<file path="config.mk">
export PLATFORM = sky130hd
export DESIGN_NAME = drl_core
export DESIGN_NICKNAME = d
export VERILOG_FILES = /design/src/hw/drl_pkg.sv /design/src/hw/drl_core.sv
export SDC_FILE = /design/constraint.sdc
export NUM_CORES = 1
export LEC_CHECK = 0
export BUFFER_PORTS_ARGS = -buffer_cell sky130_fd_sc_hd__buf_2
export CELL_PAD_IN_SITES_DETAIL_PLACEMENT = 1
export CELL_PAD_IN_SITES_GLOBAL_PLACEMENT = 1
export CORE_ASPECT_RATIO = 1.5
export CORE_MARGIN = 2
export CORE_UTILIZATION = 41
export CTS_CLUSTER_SIZE = 14
export DETAILED_ROUTE_END_ITERATION = 16
export PLACE_DENSITY = 0.79
export SYNTH_ARGS = -nofsm -noshare
export SYNTH_HDL_FRONTEND = slang
export SYNTH_SLANG_ARGS = --single-unit
export TNS_END_PERCENT = 1
</file>
<file path="constraint.sdc">
create_clock -name clk_sys_i -period 12.3 [get_ports clk_sys_i]
set_input_delay 1.845 -clock clk_sys_i [delete_from_list [all_inputs] [get_ports clk_sys_i]]
set_output_delay 1.845 -clock clk_sys_i [all_outputs]
set_load 0.02 [all_outputs]
</file>
<file path="src/hw/drl_pkg.sv">
/*
  Shared constants for the reference-select and lock-status block of an
  eight-channel resistor-ladder DAC: register offsets, field codes, widths
  and the recall delay after reset.
  Assumes the serial framing logic delivers register addresses and data
  on the core clock.
*/
package drl_pkg;
  localparam int          CH_COUNT      = 8;
  localparam int          RES_BITS      = 12;
  localparam int          ADDR_BITS     = 5;
  localparam int          DATA_BITS     = 16;
  // Register offsets.
  localparam logic [4:0]  ADDR_DAC_BASE = 5'h00;
  localparam logic [4:0]  ADDR_DAC_LAST = 5'h07;
  localparam logic [4:0]  ADDR_REF_SEL  = 5'h08;
  localparam logic [4:0]  ADDR_SHUTDOWN = 5'h09;
  localparam logic [4:0]  ADDR_LOCK     = 5'h0B;
  // Reference source codes.
  localparam logic [1:0]  REF_VDD       = 2'h0;
  localparam logic [1:0]  REF_BANDGAP   = 2'h1;
  localparam logic [1:0]  REF_EXT_UNBUF = 2'h2;
  localparam logic [1:0]  REF_EXT_BUF   = 2'h3;
  // Shutdown codes.
  localparam logic [1:0]  SD_NORMAL     = 2'h0;
  localparam logic [1:0]  SD_LOAD_1K    = 2'h1;
  localparam logic [1:0]  SD_LOAD_125K  = 2'h2;
  localparam logic [1:0]  SD_OPEN       = 2'h3;
  // Reset values.
  localparam logic [11:0] TAP_RESET     = 12'h000;
  localparam logic [15:0] REG16_RESET   = 16'h0000;
  // Edges after reset release before the nonvolatile recall.
  localparam logic [1:0]  RECALL_CYCLES = 2'h3;

  typedef enum logic [0:0] {
    DRL_RECALL = 1'b0,
    DRL_RUN    = 1'b1
  } drl_state_type;
endpackage : drl_pkg

</file>
<file path="src/hw/drl_core.sv">
/*
  Per-channel reference selection, shutdown decoding, tap code output and
  lock status readback for an eight-channel ladder DAC.
  Assumes nonvolatile lock and reference bits arrive as static levels from
  another domain, and the register port is driven on clk_sys_i.
*/
`timescale 1ns/1ps
`default_nettype none
// How it works
// - Lock pair reads 11, 10, 01 or 00 from tap-lock and settings-lock bits.
// - Lock pairs mirror the nonvolatile lock bits, cleared by default.
// - Channel 0 in lowest pair; channel 7 in the top pair, bits 15:14.
// - The volatile DAC value register selects the ladder tap position.
// - Highest tap code is all ones, one element below the top node.
// - A powered-down channel is disconnected from its reference.
// - Two bits per channel pick supply, band gap, external unbuffered or buffered.
// - After every reset the nonvolatile reference selection is copied to volatile.
// - With supply selected the external reference pin stays disconnected.
// - Shutdown field: 00 normal, 01 1k load, 10 125k load, 11 open.
module drl_core (
  // Clock and reset.
  input  wire logic                                       clk_sys_i,
  input  wire logic                                       rst_i,
  // Register port.
  input  wire logic [drl_pkg::ADDR_BITS-1:0]              reg_addr_i,
  input  wire logic                                       reg_wr_i,
  input  wire logic                                       reg_rd_i,
  input  wire logic [drl_pkg::DATA_BITS-1:0]              reg_wdata_i,
  output logic      [drl_pkg::DATA_BITS-1:0]              reg_rdata_o,
  output logic                                            reg_rvalid_o,
  // Nonvolatile configuration levels.
  input  wire logic [drl_pkg::CH_COUNT-1:0]               nv_tap_lock_cfg_i,
  input  wire logic [drl_pkg::CH_COUNT-1:0]               nv_settings_lock_cfg_i,
  input  wire logic [2*drl_pkg::CH_COUNT-1:0]             nv_ref_source_select_i,
  // Ladder controls.
  output logic      [drl_pkg::CH_COUNT*drl_pkg::RES_BITS-1:0] tap_code_o,
  output logic      [drl_pkg::CH_COUNT-1:0]               ladder_connect_o,
  output logic      [drl_pkg::CH_COUNT-1:0]               ref_vdd_o,
  output logic      [drl_pkg::CH_COUNT-1:0]               ref_bandgap_o,
  output logic      [drl_pkg::CH_COUNT-1:0]               ref_ext_unbuf_o,
  output logic      [drl_pkg::CH_COUNT-1:0]               ref_ext_buf_o,
  output logic      [drl_pkg::CH_COUNT-1:0]               load_1k_o,
  output logic      [drl_pkg::CH_COUNT-1:0]               load_125k_o,
  output logic      [drl_pkg::CH_COUNT-1:0]               out_open_o,
  output logic                                            ready_o
);
  import drl_pkg::*;

  // ***************************************************************
  // Functions
  // ***************************************************************
  // One-hot of a two-bit code: bit k set when the code equals k.
  function automatic logic [3:0] onehot4(input logic [1:0] code);
    logic [3:0] v;
    v = 4'h0;
    v[code] = 1'b1;
    return v;
  endfunction : onehot4

  // ***************************************************************
  // Nonvolatile input synchronisers
  // ***************************************************************
  logic [CH_COUNT-1:0]   tl_meta_r;
  logic [CH_COUNT-1:0]   tl_sync_r;
  logic [CH_COUNT-1:0]   sl_meta_r;
  logic [CH_COUNT-1:0]   sl_sync_r;
  logic [2*CH_COUNT-1:0] rs_meta_r;
  logic [2*CH_COUNT-1:0] rs_sync_r;

  always_ff @(posedge clk_sys_i or posedge rst_i) begin
    if (rst_i) begin
      tl_meta_r <= '0;
      tl_sync_r <= '0;
      sl_meta_r <= '0;
      sl_sync_r <= '0;
      rs_meta_r <= '0;
      rs_sync_r <= '0;
    end else begin
      tl_meta_r <= nv_tap_lock_cfg_i;
      tl_sync_r <= tl_meta_r;
      sl_meta_r <= nv_settings_lock_cfg_i;
      sl_sync_r <= sl_meta_r;
      rs_meta_r <= nv_ref_source_select_i;
      rs_sync_r <= rs_meta_r;
    end
  end

  // ***************************************************************
  // Recall sequencer
  // ***************************************************************
  drl_state_type state_r;
  logic [1:0]    recall_cnt_r;
  logic          recall_now;

  assign recall_now = (state_r == DRL_RECALL) && (recall_cnt_r == RECALL_CYCLES - 2'h1);

  always_ff @(posedge clk_sys_i or posedge rst_i) begin
    if (rst_i) begin
      state_r      <= DRL_RECALL;
      recall_cnt_r <= 2'h0;
    end else begin
      case (state_r)
        DRL_RECALL: begin
          recall_cnt_r <= recall_cnt_r + 2'h1;
          if (recall_now) begin
            state_r <= DRL_RUN;
          end
        end
        DRL_RUN: begin
          recall_cnt_r <= recall_cnt_r;
        end
        default: begin
          state_r <= DRL_RECALL;
        end
      endcase
    end
  end

  always_ff @(posedge clk_sys_i or posedge rst_i) begin
    if (rst_i) begin
      ready_o <= 1'b0;
    end else begin
      ready_o <= (state_r == DRL_RUN) || recall_now;
    end
  end

  // ***************************************************************
  // Volatile registers
  // ***************************************************************
  logic [RES_BITS-1:0]   tap_r [CH_COUNT];
  logic [2*CH_COUNT-1:0] ref_sel_r;
  logic [2*CH_COUNT-1:0] shutdown_r;
  logic [2*CH_COUNT-1:0] lock_pairs;
  logic                  wr_ok;

  assign wr_ok = reg_wr_i && (state_r == DRL_RUN);

  always_ff @(posedge clk_sys_i or posedge rst_i) begin
    if (rst_i) begin
      ref_sel_r <= REG16_RESET;
    end else if (recall_now) begin
      ref_sel_r <= rs_sync_r;
    end else if (wr_ok && reg_addr_i == ADDR_REF_SEL) begin
      ref_sel_r <= reg_wdata_i;
    end
  end

  always_ff @(posedge clk_sys_i or posedge rst_i) begin
    if (rst_i) begin
      shutdown_r <= REG16_RESET;
    end else if (wr_ok && reg_addr_i == ADDR_SHUTDOWN) begin
      shutdown_r <= reg_wdata_i;
    end
  end

  always_ff @(posedge clk_sys_i or posedge rst_i) begin
    if (rst_i) begin
      for (int i = 0; i < CH_COUNT; i++) begin
        tap_r[i] <= TAP_RESET;
      end
    end else if (wr_ok && reg_addr_i <= ADDR_DAC_LAST) begin
      tap_r[reg_addr_i[2:0]] <= reg_wdata_i[RES_BITS-1:0];
    end
  end

  // ***************************************************************
  // Per-channel ladder decode
  // ***************************************************************
  for (genvar ch = 0; ch < CH_COUNT; ch++) begin : g_ch
    logic [1:0] rs;
    logic [1:0] sd;
    logic [3:0] rs_hot;
    logic [3:0] sd_hot;
    logic       on;

    assign rs     = ref_sel_r[2*ch +: 2];
    assign sd     = shutdown_r[2*ch +: 2];
    assign rs_hot = onehot4(rs);
    assign sd_hot = onehot4(sd);
    assign on     = sd_hot[SD_NORMAL];
    // Lock pair is {tap lock, settings lock}, channel 0 in bits 1:0.
    assign lock_pairs[2*ch +: 2] = {tl_sync_r[ch], sl_sync_r[ch]};

    always_ff @(posedge clk_sys_i or posedge rst_i) begin
      if (rst_i) begin
        tap_code_o[ch*RES_BITS +: RES_BITS] <= TAP_RESET;
        ladder_connect_o[ch] <= 1'b0;
        ref_vdd_o[ch]        <= 1'b0;
        ref_bandgap_o[ch]    <= 1'b0;
        ref_ext_unbuf_o[ch]  <= 1'b0;
        ref_ext_buf_o[ch]    <= 1'b0;
        load_1k_o[ch]        <= 1'b0;
        load_125k_o[ch]      <= 1'b0;
        out_open_o[ch]       <= 1'b0;
      end else begin
        // Tap index equals the code; all ones leaves one element on top.
        tap_code_o[ch*RES_BITS +: RES_BITS] <= tap_r[ch];
        ladder_connect_o[ch] <= on;
        ref_vdd_o[ch]        <= on && rs_hot[REF_VDD];
        ref_bandgap_o[ch]    <= on && rs_hot[REF_BANDGAP];
        ref_ext_unbuf_o[ch]  <= on && rs_hot[REF_EXT_UNBUF];
        ref_ext_buf_o[ch]    <= on && rs_hot[REF_EXT_BUF];
        load_1k_o[ch]        <= sd_hot[SD_LOAD_1K];
        load_125k_o[ch]      <= sd_hot[SD_LOAD_125K];
        out_open_o[ch]       <= sd_hot[SD_OPEN];
      end
    end
  end

  // ***************************************************************
  // Read path
  // ***************************************************************
  always_ff @(posedge clk_sys_i or posedge rst_i) begin
    if (rst_i) begin
      reg_rdata_o  <= REG16_RESET;
      reg_rvalid_o <= 1'b0;
    end else begin
      reg_rvalid_o <= reg_rd_i;
      if (reg_rd_i) begin
        if (reg_addr_i <= ADDR_DAC_LAST) begin
          reg_rdata_o <= {4'h0, tap_r[reg_addr_i[2:0]]};
        end else if (reg_addr_i == ADDR_REF_SEL) begin
          reg_rdata_o <= ref_sel_r;
        end else if (reg_addr_i == ADDR_SHUTDOWN) begin
          reg_rdata_o <= shutdown_r;
        end else if (reg_addr_i == ADDR_LOCK) begin
          reg_rdata_o <= lock_pairs;
        end else begin
          reg_rdata_o <= REG16_RESET;
        end
      end
    end
  end

  // ***************************************************************
  // Assertions
  // ***************************************************************
  lock_read_map_a : assert property (@(posedge clk_sys_i) disable iff (rst_i)
    reg_rd_i && reg_addr_i == ADDR_LOCK |=> reg_rvalid_o && reg_rdata_o[1:0] ==
      {$past(tl_sync_r[0]), $past(sl_sync_r[0])})
    else $error("lock pair readback wrong");

  lock_mirror_top_a : assert property (@(posedge clk_sys_i) disable iff (rst_i)
    reg_rd_i && reg_addr_i == ADDR_LOCK |=> reg_rdata_o[15:14] ==
      {$past(tl_sync_r[7]), $past(sl_sync_r[7])})
    else $error("top lock pair not mirrored");

  lock_ro_write_a : assert property (@(posedge clk_sys_i) disable iff (rst_i)
    wr_ok && reg_addr_i == ADDR_LOCK |=> $stable(ref_sel_r) && $stable(shutdown_r))
    else $error("write to lock status changed state");

  tap_follow_a : assert property (@(posedge clk_sys_i) disable iff (rst_i)
    wr_ok && reg_addr_i == ADDR_DAC_BASE ##1 !(wr_ok && reg_addr_i == ADDR_DAC_BASE)
      |=> tap_code_o[RES_BITS-1:0] == $past(reg_wdata_i[RES_BITS-1:0], 2))
    else $error("tap code does not follow DAC value");

  pd_disconnect_a : assert property (@(posedge clk_sys_i) disable iff (rst_i)
    shutdown_r[1:0] != SD_NORMAL |=> !ladder_connect_o[0] && !ref_vdd_o[0]
      && !ref_bandgap_o[0] && !ref_ext_unbuf_o[0] && !ref_ext_buf_o[0])
    else $error("powered-down ladder still connected");

  ref_onehot_a : assert property (@(posedge clk_sys_i) disable iff (rst_i)
    ladder_connect_o[3] |-> $onehot({ref_vdd_o[3], ref_bandgap_o[3],
      ref_ext_unbuf_o[3], ref_ext_buf_o[3]}))
    else $error("reference selection not one source");

  recall_copy_a : assert property (@(posedge clk_sys_i) disable iff (rst_i)
    recall_now |=> ref_sel_r == $past(rs_sync_r) ##1 ready_o)
    else $error("nonvolatile reference not recalled");

  vdd_no_ext_a : assert property (@(posedge clk_sys_i) disable iff (rst_i)
    |ref_vdd_o |-> (ref_vdd_o & (ref_ext_unbuf_o | ref_ext_buf_o)) == '0)
    else $error("external pin connected in supply mode");

  shutdown_load_a : assert property (@(posedge clk_sys_i) disable iff (rst_i)
    shutdown_r[5:4] == SD_LOAD_125K |=> load_125k_o[2] && !load_1k_o[2] && !out_open_o[2])
    else $error("shutdown load decode wrong");
endmodule : drl_core
`default_nettype wire

</file>
* Word level (Yosys, flattened, before mapping)
Index checks and enable logic that the tools add are counted.
** Word-level totals
- Bits in registers :: 373
- Bits of input ports :: 57
- Output and inout bits :: 178
- Logic and storage cells :: 238
** Cells by class
- $add $sub $neg :: 1
- Magnitude comparators :: 35
- Equality and inequality tests :: 4
- Muxes and demuxes :: 47
- Bitwise logic cells :: 2
- Reduce and logical (&&, ||, !) cells :: 56
** Operator list (count)
- 96-bit bitwise mux :: 1
- 16-bit 2-to-1 mux :: 6
- 1-bit logical AND :: 54
- 2-bit by 3-bit < comparator with 1-bit output (second input constant) :: 16
- 12-bit binary-select mux with 3-bit select :: 1
- 12-bit demux with 3-bit select :: 1
- 12-bit 2-to-1 mux :: 3
- 1-bit demux with 2-bit select :: 16
- 2-bit by 1-bit greater-or-equal comparator with 1-bit output (second input constant) :: 16
- 1-bit 2-to-1 mux :: 18
- 5-bit by 4-bit == test with 1-bit output (second input constant) :: 3
- 5-bit by 3-bit <= comparator with 1-bit output (second input constant) :: 1
- 4-bit greater-or-equal comparator (second input constant) :: 1
- 4-bit by 1-bit < comparator with 1-bit output (second input constant) :: 1
- 3-bit NOT with 4-bit output :: 1
- 2-bit by 1-bit adder with 2-bit output (second input constant) :: 1
- 2-bit == test (second input constant) :: 1
- 2-bit 2-to-1 mux :: 1
- 2-bit nonzero test :: 1
- 1-bit logical OR :: 1
- 1-bit NOT :: 1

* Logic depth before layout (Yosys ltp)
- Depth after elaboration :: 6
- Mapped depth :: 8
- Mapped depth without buffers :: 6

* Worst setup path after synthesis
Ideal clock, no wire load.
- Kind :: input to register
- Start point :: in reg_addr_i[0] (netlist bit)
- End point :: reg tap_r[84] (netlist bit)
- Setup time :: 0.125 ns
- Arrival time :: 3.041 ns
- Data required time :: 12.175 ns
- Setup slack :: 9.135 ns
- Stages on the path :: 5
- Buffers on the path :: 2
- Cell sequence :: buf_4 -> nand4b_1 -> nor3_1 -> buf_4 -> mux2_2
** Between the ends
- Word-level cells in the longest chain between the ends :: 6
- Elaborated cells between the ends (all ways) :: 9
- Those cells by class :: order compare (3); mux (3); bitwise (1); reduce/logical (2)
** Ends and longest elaborated chain
- from (decl) :: line drl_core.sv:25 : input wire logic [drl_pkg::ADDR_BITS-1:0] reg_addr_i,
- 3-bit NOT with 4-bit output (not written as such) :: line drl_core.sv:162 : tap_r[reg_addr_i[2:0]] <= reg_wdata_i[RES_BITS-1:0];
- 4-bit greater-or-equal comparator (not written as such) / 4-bit by 1-bit < comparator with 1-bit output (equally long branches) :: line drl_core.sv:162
- 1-bit logical AND (not written as such) :: line drl_core.sv:162
- 12-bit 2-to-1 mux (not written as such) :: line drl_core.sv:162
- 12-bit demux with 3-bit select :: line drl_core.sv:162
- 96-bit bitwise mux :: line drl_core.sv:162
- to (signal, indexed assignment) :: line drl_core.sv:162
- to (decl) :: line drl_core.sv:130 : logic [RES_BITS-1:0] tap_r [CH_COUNT];
Parallel ways exist; a longest one is shown, timed or not.
A chain may end at the register's enable or synchronous reset.

* Worst setup path in the final report
- Start point :: in reg_addr_i[0] (netlist bit)
- End point :: reg tap_r[57] (netlist bit)
The elaborated chain is that of the path after synthesis.

==> impl_metrics.yaml <==
outcome:
  status: "finished clean"
grt:
  grt_pass1_vias: 8809
  grt_start_max_net_pins: 145
  grt_pass1_wl_um: 53720
  track_usage_pct: 21.71
  grt_overflow: 0
  antenna_found_initial: 6
die:
  io_pins: 235
  fp.dieH_um: 221.9
  row_count: 79
  die_area_um2: 33130
  start_util_pct: 41.69
  die_w_um: 149.3
  core_um2: 31140
yosys:
  synth_edf_count: 0
  yosysWarnings: 0
  synth-seq-cells: 372
  synth-async-reset-ratio_pct: 100.0
  yosysSeqAreaShare_pct: 71.71
  postSynthAreaPerCell_um2: 15.24
  synth.net_count: 910
  synth_area_um2: 12980
  synthCells: 852
  yosys_most_used_dff: "dfrtp_1"
  synth_cell_types: 43
layout:
  final_core_util_pct: 50.40
  finalNetCount: 1143
  multiInputGateArea_um2: 3421
  final_common_cell: "dfrtp_1"
  seqCellArea_um2: 9309
  areaGrowthSynthToFinish_pct: 20.89
  fillers: 3146
  drive_above_1_share_pct: 38.67
  final_cell_mix: "dfrtp_1, buf_2, mux2_2, mux2i_1, nor2_1"
drt:
  vias: 7883
  route.detailed.drc: 0
  dr.first_iter.drc_count: 345
  wl_um: 34940
  wire_per_inst_um: 22.94
  ant_nets: 0
  firstDrtPassIters: 4
  via_per_inst: 5.176
sta:
  setup_tns_ns: 0
  fmax_mhz: 243.6
  fin_crit_ns: 4.105
  relSlewSlack_pct: 15.32
  final.period_utilization_pct: 33.37
  finalClockSkew_ns: 0.02745
  slew_violations: 0
  hold_viol: 0
  setup_viol: 0
  rsz0062_at_grt: "no"
  fin_hold_ws_ns: 0.3472
  worst_pin_slew_ns: 1.265
setup_path:
  crit_arrival_ns: 4.52
  cp_max_fo: 44
  start_kind: "primary input"
  end_kind: "register"
  crit_type: "in -> reg"
  required_ns: 12.71
job:
  drv_cap: 0
place:
  portBuffers: 234
  gp_congestion: 0.7962
  dpl.hpwl_um: 23620
clock_network:
  htreeDepth: 2
  clk_latency_ns: 0.54
  cts-resized-gates: 0
  numCtsBuffers: 36
  path_clk_slew_ns: 0.06
  cts-hold-fix-buffers: 0
  cts_root_buffer: "clkbuf_16"
  postCtsSetupBuffers: 0
  cts_num_sinks: 372
  cts_buffer_depth: 3
  cts_tree: "yes"
pwr:
  p_leak_nw: 7.732
  vdd_drop_max_v: 0.0001477
  powerDensity_nw_per_um2: 198.4
min_path:
  worstHoldPathType: "reg -> reg"
cell type report:
type,count,area share [%]
Antenna cell,6,0.09568
Clock buffer,58,6.913
Clock inverter,7,0.4465
Inverter,8,0.2392
Multi-Input combinational cell,423,21.80
Sequential cell,372,59.32
Tap cell,405,3.229
Timing Repair Buffer,244,7.957
routing by layer:
metal	GRT usage [%]	share of wire, %	vias to the layer above
met5	0	0	-
met4	12.17	5.8	0
met3	3.580	4.2	101
met2	37.71	52	243
met1	25.29	38	4089
li1	-	-	3450
cells by family (layout without fill, tap and decap cells):
logic type / after synthesis / in the layout / share of synthesized area, %
adder cells (fa/ha/maj): 1 / 1 / 0.09637
AND/OR/NAND/NOR: 159 / 159 / 6.371
other: 0 / 6 / 0
flip-flops: 372 / 372 / 71.71
multiplexers: 175 / 175 / 15.39
XOR/XNOR: 1 / 1 / 0.06748
AO/OA/AOI/OAI: 87 / 87 / 4.222
buffers and inverters: 57 / 317 / 2.140
power breakdown:
| part | total, W | leakage [nW] | internal (W) | switching (W) |
|---|---|---|---|---|
| clock | 0.00108 | 0.564 | 0.000627 | 0.000457 |
| sequential | 0.00155 | 4.70 | 0.00141 | 0.000134 |
| combinational | 0.000482 | 2.47 | 0.000181 | 0.000300 |
cells in the mapped netlist (all sizes together) (3+ instances only):
library cell | instances | area, µm²
dfrtp | 372 | 9309
mux2 | 117 | 1318
mux2i | 50 | 500.5
nor2 | 46 | 172.7
buf | 35 | 195.2
nand2 | 31 | 116.4
o21ai | 31 | 155.2
nor2b | 18 | 112.6
nand3 | 16 | 80.08
clkbuf | 14 | 52.55
a21oi | 12 | 60.06
a211oi | 11 | 82.58
a31oi | 9 | 56.30
and2 | 9 | 56.30
nor4 | 9 | 56.30
and3 | 8 | 50.05
inv | 8 | 30.03
mux4 | 8 | 180.2
nor4b | 8 | 70.07
a221oi | 6 | 52.55
o22ai | 6 | 37.54
nor3 | 5 | 25.02
nor3b | 3 | 27.52
registers in the layout (all words and copies together), names as in the netlist, 2 cells and up:
name              flops
ref_ext_buf_o         8
ref_ext_unbuf_o       8
ref_bandgap_o         8
ref_sel_r            16
tap_r                96
load_1k_o             8
sl_sync_r             8
shutdown_r           16
load_125k_o           8
tl_sync_r             8
recall_cnt_r          2
tap_code_o           96
rs_meta_r            16
sl_meta_r             8
rs_sync_r            16
out_open_o            8
reg_rdata_o          16
ref_vdd_o             8
ladder_connect_o      8
tl_meta_r             8
worst max-delay path: stages:
cell	delay [ns]
buf_4	0.36
buf_4	0.67
nand3_1	0.21
nor3_1	0.32
nand3_1	0.58
mux2_2	0.50
stage by stage:
| stage | cell area [µm²] | power [W] | worst slack (ns) | cells |
|---|---|---|---|---|
| global route | 15690 | 0.003252 | 7.836 | 1523 |
| detailed placement | 14520 | 0.002048 | 7.598 | 1452 |
| floorplan | 12980 | 0.001827 | 0.1244 | 852 |
| finish | 15690 | 0.003113 | 8.195 | 1523 |
| CTS | 15680 | 0.003151 | 8.164 | 1517 |
| global placement | 14520 | 0.002024 | 7.697 | 1452 |
path summary, 6_finish.rpt:
kind                                    start             end  slack [ns]  cells after the start
worst max-delay path            reg_addr_i[0]       tap_r[57]        8.20                      6
worst min-delay path            rs_meta_r[14]   rs_sync_r[14]        0.35                      0
worst max register to register        ready_o       tap_r[67]        9.83                      3
worst min register to register  rs_meta_r[14]   rs_sync_r[14]        0.35                      0
max in group asynchronous               rst_i  tap_code_o[32]        8.30                      4
min in group asynchronous               rst_i   out_open_o[7]        1.54                      2
Note: power is estimated with default switching activity, not from simulation.
